==> config.mk <==
export PLATFORM = sky130hd
export DESIGN_NAME = cer_cable_reflectometry_ctrl
export DESIGN_NICKNAME = d
export VERILOG_FILES = /design/src/design/cer_cable_reflectometry_ctrl.v
export VERILOG_INCLUDE_DIRS = /design/src /design/src/inc
export SDC_FILE = /design/constraint.sdc
export NUM_CORES = 1
export LEC_CHECK = 0
export ABC_AREA = 1
export BUFFER_PORTS_ARGS = -buffer_cell sky130_fd_sc_hd__buf_2
export CAP_MARGIN = 25
export CORE_ASPECT_RATIO = 1.2
export CORE_UTILIZATION = 53
export DETAILED_ROUTE_END_ITERATION = 10
export PLACE_DENSITY_LB_ADDON = 0.25
export SYNTH_ARGS = -nofsm -noshare
export SYNTH_HDL_FRONTEND = slang
export SYNTH_SLANG_ARGS = --single-unit
==> constraint.sdc <==
create_clock -name i_clk -period 2.61 [get_ports i_clk]
set_input_delay 0.261 -clock i_clk [delete_from_list [all_inputs] [get_ports i_clk]]
set_output_delay 0.261 -clock i_clk [all_outputs]
set_load 0.02 [all_outputs]
==> src/inc/cer_regs.vh <==
`ifndef CER_REGS_VH
`define CER_REGS_VH
// -----------------------------------------------
// Register offsets
// -----------------------------------------------
`define CER_OFS_CONTROL   5'h16
`define CER_OFS_WINDOW    5'h17
`define CER_OFS_PEAK      5'h18
`define CER_OFS_THRESHOLD 5'h19
// -----------------------------------------------
// Control field positions
// -----------------------------------------------
`define CER_CTL_ENABLE    15
`define CER_CTL_FAST_SEL  14
`define CER_CTL_TX_ON_RX  13
`define CER_CTL_MON_RX    12
`define CER_CTL_SEND      11
`define CER_CTL_WIDTH_HI  10
`define CER_CTL_WIDTH_LO  8
`define CER_CTL_MIN_MODE  7
`define CER_CTL_THR_HI    6
`define CER_CTL_THR_LO    0
// -----------------------------------------------
// Window fields and reset values
// -----------------------------------------------
`define CER_WIN_START_HI  15
`define CER_WIN_START_LO  8
`define CER_WIN_STOP_HI   7
`define CER_WIN_STOP_LO   0
`define CER_CONTROL_RST   16'h0000
`define CER_WINDOW_RST    16'h00FF
`define CER_THR_FOUND_BIT 15
// -----------------------------------------------
// Timing
// -----------------------------------------------
`define CER_CLK_PERIOD_NS 4
`define CER_STEP_NS       8
`define CER_STEP_CYCLES   (`CER_STEP_NS / `CER_CLK_PERIOD_NS)
`define CER_LAST_STEP     8'hFF
`endif

==> src/design/cer_cable_reflectometry_ctrl.v <==
// What this block does
// - Enable bit hands both drivers over
// - Send bit fires pulse, starts monitor
// - Mode bit picks fast or slow driver
// - Width field 0..7 steps, zero no pulse
// - Bit 13 sends pulse on receive pair
// - Bit 7 selects minimum instead of maximum
// - Bit 12 monitors the receive pair
// - Window start and stop qualify samples
// - Window resets to start 0, stop 255
// - One window count per 8 ns
// - Peak at 18h, threshold at 19h
// - Fast pulses alternate polarity, 8 ns steps
// - Zero width still runs the monitor
// - Timer records first peak/crossing time
`timescale 1ns/1ns
`include "cer_regs.vh"

module cer_cable_reflectometry_ctrl #(
   parameter ADC_W = 8
) (
   input  wire              i_clk,
   input  wire              i_nrst,
   input  wire [4:0]        i_reg_addr,
   input  wire              i_reg_wr,
   input  wire [15:0]       i_reg_wdata,
   input  wire [ADC_W-1:0]  i_adc_tx_pair,
   input  wire [ADC_W-1:0]  i_adc_rx_pair,
   output reg  [15:0]       o_reg_rdata,
   output reg               o_normal_suspend,
   output reg               o_fast_line_driver_pulse,
   output reg               o_slow_line_driver_pulse,
   output reg               o_pulse_negative,
   output reg               o_pulse_on_rx_pair,
   output reg               o_busy
);

   // -----------------------------------------------
   // States
   // -----------------------------------------------
   localparam [1:0] ST_IDLE = 2'b01;
   localparam [1:0] ST_RUN  = 2'b10;
   localparam [31:0] STEP_CNT  = `CER_STEP_CYCLES;
   localparam [1:0]  STEP_LAST = STEP_CNT[1:0] - 2'h1;

   reg  [15:0]      ctrl_q;
   reg  [15:0]      win_q;
   reg  [1:0]       state_q;
   reg  [1:0]       sub_q;
   reg  [7:0]       time_q;
   reg              pol_q;
   reg              pk_valid_q;
   reg  [ADC_W-1:0] pk_val_q;
   reg  [7:0]       pk_time_q;
   reg              thr_found_q;
   reg  [7:0]       thr_time_q;

   wire             enable   = ctrl_q[`CER_CTL_ENABLE];
   wire             min_mode = ctrl_q[`CER_CTL_MIN_MODE];
   wire [2:0]       width    = ctrl_q[`CER_CTL_WIDTH_HI:`CER_CTL_WIDTH_LO];
   wire [7:0]       win_start = win_q[`CER_WIN_START_HI:`CER_WIN_START_LO];
   wire [7:0]       win_stop  = win_q[`CER_WIN_STOP_HI:`CER_WIN_STOP_LO];
   wire             wr_ctrl  = i_reg_wr && (i_reg_addr == `CER_OFS_CONTROL);
   wire             wr_win   = i_reg_wr && (i_reg_addr == `CER_OFS_WINDOW);
   wire             start    = wr_ctrl && i_reg_wdata[`CER_CTL_ENABLE]
                               && i_reg_wdata[`CER_CTL_SEND] && (state_q == ST_IDLE);
   wire             tick     = (state_q == ST_RUN) && (sub_q == 2'h0);
   wire [ADC_W-1:0] sample   = ctrl_q[`CER_CTL_MON_RX] ? i_adc_rx_pair
                                                       : i_adc_tx_pair;
   wire             in_win   = (time_q >= win_start) && (time_q <= win_stop);
   wire             last     = (time_q == win_stop) || (time_q == `CER_LAST_STEP);
   wire [ADC_W-1:0] thr_mag  = {{(ADC_W-7){1'b0}},
                                ctrl_q[`CER_CTL_THR_HI:`CER_CTL_THR_LO]};
   wire [ADC_W-1:0] thr_neg  = ~thr_mag + {{(ADC_W-1){1'b0}}, 1'b1};
   // Pulse spans whole 8 ns steps; width zero never drives
   wire             pulse_on = (state_q == ST_RUN) && ({5'h00, width} > time_q);

   // Signed compare shared by peak and threshold tracking
   function sgt;
      input [ADC_W-1:0] a;
      input [ADC_W-1:0] b;
      begin
         sgt = $signed(a) > $signed(b);
      end
   endfunction

   wire pk_better = min_mode ? sgt(pk_val_q, sample) : sgt(sample, pk_val_q);
   wire thr_hit   = min_mode ? !sgt(sample, thr_neg) : !sgt(thr_mag, sample);

   // -----------------------------------------------
   // Registers and run sequencing
   // -----------------------------------------------
   always @(posedge i_clk or negedge i_nrst) begin
      if (!i_nrst) begin
         ctrl_q      <= `CER_CONTROL_RST;
         win_q       <= `CER_WINDOW_RST;
         state_q     <= ST_IDLE;
         sub_q       <= 2'h0;
         time_q      <= 8'h00;
         pol_q       <= 1'b0;
         pk_valid_q  <= 1'b0;
         pk_val_q    <= {ADC_W{1'b0}};
         pk_time_q   <= 8'h00;
         thr_found_q <= 1'b0;
         thr_time_q  <= 8'h00;
      end else begin
         if (wr_ctrl) begin
            ctrl_q <= i_reg_wdata;
            // Send bit stays set only while a run is in flight
            ctrl_q[`CER_CTL_SEND] <= start || (state_q == ST_RUN && i_reg_wdata[`CER_CTL_ENABLE]);
         end
         if (wr_win) begin
            win_q <= i_reg_wdata;
         end
         case (state_q)
            ST_IDLE: begin
               if (start) begin
                  state_q     <= ST_RUN;
                  // Step zero must last a full step, else the pulse loses a clock
                  sub_q       <= STEP_LAST;
                  time_q      <= 8'h00;
                  pk_valid_q  <= 1'b0;
                  pk_val_q    <= {ADC_W{1'b0}};
                  pk_time_q   <= 8'h00;
                  thr_found_q <= 1'b0;
                  thr_time_q  <= 8'h00;
                  if (i_reg_wdata[`CER_CTL_FAST_SEL] &&
                      i_reg_wdata[`CER_CTL_WIDTH_HI:`CER_CTL_WIDTH_LO] != 3'h0) begin
                     pol_q <= ~pol_q;
                  end
               end
            end
            ST_RUN: begin
               sub_q <= (sub_q == STEP_LAST) ? 2'h0 : sub_q + 2'h1;
               if (tick && in_win) begin
                  if (!pk_valid_q || pk_better) begin
                     pk_valid_q <= 1'b1;
                     pk_val_q   <= sample;
                     pk_time_q  <= time_q;
                  end
                  if (!thr_found_q && thr_hit) begin
                     thr_found_q <= 1'b1;
                     thr_time_q  <= time_q;
                  end
               end
               // Dropping enable aborts; partial results are kept
               if (!enable || (tick && last)) begin
                  state_q               <= ST_IDLE;
                  ctrl_q[`CER_CTL_SEND] <= 1'b0;
               end else if (tick) begin
                  time_q <= time_q + 8'h01;
               end
            end
            default: state_q <= ST_IDLE;
         endcase
      end
   end

   // -----------------------------------------------
   // Registered outputs
   // -----------------------------------------------
   always @(posedge i_clk or negedge i_nrst) begin
      if (!i_nrst) begin
         o_reg_rdata              <= 16'h0000;
         o_normal_suspend         <= 1'b0;
         o_fast_line_driver_pulse <= 1'b0;
         o_slow_line_driver_pulse <= 1'b0;
         o_pulse_negative         <= 1'b0;
         o_pulse_on_rx_pair       <= 1'b0;
         o_busy                   <= 1'b0;
      end else begin
         o_normal_suspend         <= enable;
         o_fast_line_driver_pulse <= pulse_on && ctrl_q[`CER_CTL_FAST_SEL];
         o_slow_line_driver_pulse <= pulse_on && !ctrl_q[`CER_CTL_FAST_SEL];
         o_pulse_negative         <= pol_q && ctrl_q[`CER_CTL_FAST_SEL];
         o_pulse_on_rx_pair       <= ctrl_q[`CER_CTL_TX_ON_RX];
         o_busy                   <= (state_q == ST_RUN);
         if (i_reg_addr == `CER_OFS_CONTROL) begin
            o_reg_rdata <= ctrl_q;
         end else if (i_reg_addr == `CER_OFS_WINDOW) begin
            o_reg_rdata <= win_q;
         end else if (i_reg_addr == `CER_OFS_PEAK) begin
            o_reg_rdata <= {pk_time_q, pk_val_q[7:0]};
         end else if (i_reg_addr == `CER_OFS_THRESHOLD) begin
            o_reg_rdata <= {thr_found_q, 7'h00, thr_time_q};
         end else begin
            o_reg_rdata <= 16'h0000;
         end
      end
   end

endmodule // cer_cable_reflectometry_ctrl

==> flow_summary.json <==
{
  "r2r_start": "ctrl_q[12]",
  "powerDensity_nw_per_um2": 654,
  "yosysWarningCount": 0,
  "timing.reg2reg.setup_slack_ns": 0.20,
  "min_path_type": "in -> reg",
  "syn_nets": 756,
  "timing.fmax_ghz": 0.415,
  "drt-vias-per-instance": 5.51,
  "fin_skew_ns": 0.0129,
  "synth-seq-cells": 93,
  "drive_gt1_share_pct": 19.7,
  "synth_edf_count": 0,
  "syn_avg_cell_area_um2": 7.97,
  "synth_top_family_by_area": "simple AND/OR/NAND/NOR gates",
  "antenna_found_initial": 0,
  "busiest_layer": "met2",
  "area_delta_synth_final_pct": 18.3,
  "worstPathCellList": "o21ai_0 -> ha_1 -> a21o_1 -> nor2_1 -> nand2_1 -> nand2_1 -> nand2_1 -> nand2_1 -> nand3_2 -> buf_4 -> nand3_1 -> nand2_1",
  "leakage_nw": 3.47,
  "place.gp.congestion": 0.932,
  "maxCapViolCount": 0,
  "r2r-end": "pk_time_q[6]",
  "die_w_um": 93.7,
  "stdcell_count": 876,
  "synthTopCellsByArea": "dfrtp_1, nand2_1, ha_1",
  "max_slew.worst_pin.slew_ns": 0.637,
  "antenna_left": 0,
  "core_um2": 9660,
  "num_vias": 4825,
  "synthXorXnorAreaFrac_pct": 1.80,
  "slew_headroom_pct": 57.6,
  "rows": 39,
  "grt_pass1_wl_um": 23600,
  "synth-compound-area-share_pct": 9.09,
  "finalHoldViolCount": 0,
  "dr.pass1.iters": 5,
  "synth_cell_types": 40,
  "wl_per_cell_um": 16.9,
  "tritoncts": "yes",
  "path_max_fanout": 8,
  "path_clk_slew_ns": 0.07,
  "clock-sinks": 93,
  "die-area_um2": 10500,
  "start_util_pct": 55.4,
  "nets": 832,
  "vdd_drop_max_uv": 419,
  "numCtsBuffers": 9,
  "criticalPathCategory": "reg -> reg",
  "reg2reg_depth": 12,
  "critPathLaunch": "ctrl_q[12]",
  "drc": 0,
  "drv_slew": 0,
  "grt_max_degree": 49,
  "synth_cells": 672,
  "grtUsageMet3_pct": 4.61,
  "cp-start-kind": "flop",
  "port_buffers": 61,
  "finalCritPeriodShare_pct": 92.4,
  "critPathSlowestCell": "dfrtp_2",
  "fin_crit_ns": 2.41,
  "antenna_cells": 0,
  "cts_buffer_depth": 2,
  "synthesis.area_um2": 5350,
  "synth-async-reset-ratio_pct": 100,
  "synth-seq-area-share_pct": 43.7,
  "worstPathRequired_ns": 2.84,
  "cts-root-buf": "clkbuf_16",
  "overflow": 0,
  "drt_iter0_drc": 247,
  "finalSetupViolCount": 0,
  "post-place-cells": 858,
  "synth-adder-area-share_pct": 10.3,
  "yosys.area.top_type": "dfrtp_1",
  "path_common_cell": "nand2_1",
  "hpwlAfterDp_um": 11200,
  "yosys.area_share.simple_pct": 26.2,
  "rsz0062_at_grt": "no",
  "critPathBufInv": 1,
  "crit_cells": 12,
  "cp-endpoint": "pk_time_q[6]",
  "grt_use_met2_pct": 50.5,
  "chipHeight_um": 112,
  "fill_cells": 854,
  "crit_family": "compound AO/OA/AOI/OAI gates",
  "critPathMaxStageDelay_ns": 0.46,
  "htreeDepth": 3,
  "pre_cts_slack_ns": -0.0449,
  "clk_latency_ns": 0.35,
  "ios": 62,
  "grtUsageMet1_pct": 35.6,
  "grt.total_usage_pct": 29.9,
  "crit_path_end_kind": "flop",
  "grt_pass1_vias": 4791,
  "routed_wl_um": 14800,
  "critPathArrivalTime_ns": 2.65,
  "synth_mux_area_share_pct": 0.210,
  "status": "complete, no violations",
  "ys.flop_type": "dfrtp_1",
  "synth_top_area_share_pct": 39.3,
  "final.setup.worst_slack_ns": 0.198
}
==> placed cells by master, fill, tap and decap left out, drive strengths merged <==
master / count
mux2: 1
o21bai: 2
a21boi: 1
a21oi: 24
inv: 98
o21a: 2
o2111ai: 4
nor3b: 1
a41oi: 1
dlygate4sd3: 1
nand3: 59
o22ai: 2
buf: 82
clkinv: 2
a221oi: 4
dfstp: 9
nand3b: 1
xor2: 11
bufinv: 2
a21o: 1
o211ai: 1
nor2: 59
or2: 1
clkbuf: 13
dfrtp: 84
nand2: 187
nand4: 8
and3: 1
o21ai: 40
ha: 44
nor3: 7
==> worst min-delay path, stage by stage <==
cell	delay, ns
buf_2	0.11
nand2_1	0.05
o21ai_0	0.06
==> final cells by class <==
cell class	instances	area (um2)	share of cell area, %
multi-input cells	462	2620	41.3
flip-flops and latches	93	2340	37.0
repair buffers	83	500	7.90
inverters	99	375	5.93
clock buffers	13	280	4.43
well taps	123	154	2.43
clock inverters	3	65.1	1.03
==> repair_timing <==
| item | in CTS | in global routing |
|---|---|---|
| pin swaps | 0 | 3 |
| endpoints found under the setup margin | 24 | 25 |
| gates resized for setup | 2 | 24 |
| buffers inserted | 0 | 1 |
| hold buffers | 1 | 0 |
| hold endpoints to repair | 44 | 0 |
| gates cloned | 0 | 0 |
==> logic make-up after synthesis <==
kind of cell | after synthesis
compound gates | 82
xor+xnor | 11
fa+ha+maj | 44
buf+inv | 117
flops | 93
mux | 1
simple gates | 324
==> routing by layer <==
metal	vias up	share of wire [%]
met5	-	0
li1	2303	-
met4	0	5.9
met3	50	5.3
met1	2302	40
met2	170	49
==> synthesized netlist by cell type, types with 2 or more instances <==
cell       instances
o21a_1             2
nand3_1           59
ha_1              44
dfstp_2            9
o21bai_1           2
a221oi_1           4
nand2_2            4
nand4_1            7
o21ai_0           34
nor2_4             3
a21oi_1           24
inv_2              2
o21ai_2            6
nand2_1          180
dfrtp_1           84
o2111ai_1          4
buf_4              2
xor2_1            11
nor2_1            55
o22ai_1            2
nand2_4            3
nor3_1             6
buf_6              2
clkbuf_1          13
inv_1             95
==> flip-flops by register name, summed over array words and instances, names as in the netlist, 2 cells and up <==
| register | flops |
|---|---|
| o_reg_rdata | 16 |
| state_q | 2 |
| time_q | 8 |
| pk_val_q | 8 |
| thr_time_q | 8 |
| pk_time_q | 8 |
| sub_q | 2 |
| win_q | 16 |
| ctrl_q | 16 |
==> per-stage QoR <==
step | instance area, um2 | util (%) | total power [mW] | hold slack (ns) | TNS, ns
finish | 6330 | 65.6 | 4.14 | 0.162 | 0
CTS | 6260 | 64.8 | 4.11 | 0.150 | 0
detailed placement | 5900 | 61.0 | 2.62 | 0.330 | -0.686
global placement | 5900 | 61.0 | 2.59 | 0.322 | -0.00317
global route | 6330 | 65.6 | 4.37 | 0.180 | 0
floorplan | 5350 | - | 2.28 | -0.0346 | 0
==> report_power, final <==
group / internal [mW] / total, mW / switching, mW
clock: 0.942 / 1.49 / 0.545
sequential: 1.59 / 1.72 / 0.126
combinational: 0.372 / 0.934 / 0.562
total: 2.91 / 4.14 / 1.23
==> worst min path at each step <==
stage | cells after the start | slack, ns | startpoint | end
2_1_floorplan | 0 | -0.03 | i_nrst | ctrl_q[0]
4_1_cts | 3 | 0.15 | i_reg_wdata[3] | ctrl_q[3]
5_1_grt | 3 | 0.18 | i_reg_wdata[5] | win_q[5]
3_3_place_gp | 1 | 0.32 | i_nrst | ctrl_q[3]
3_5_place_dp | 1 | 0.33 | i_nrst | ctrl_q[3]
6_report | 3 | 0.16 | i_reg_wdata[4] | ctrl_q[4]
Power figures use the tool's default switching activity.
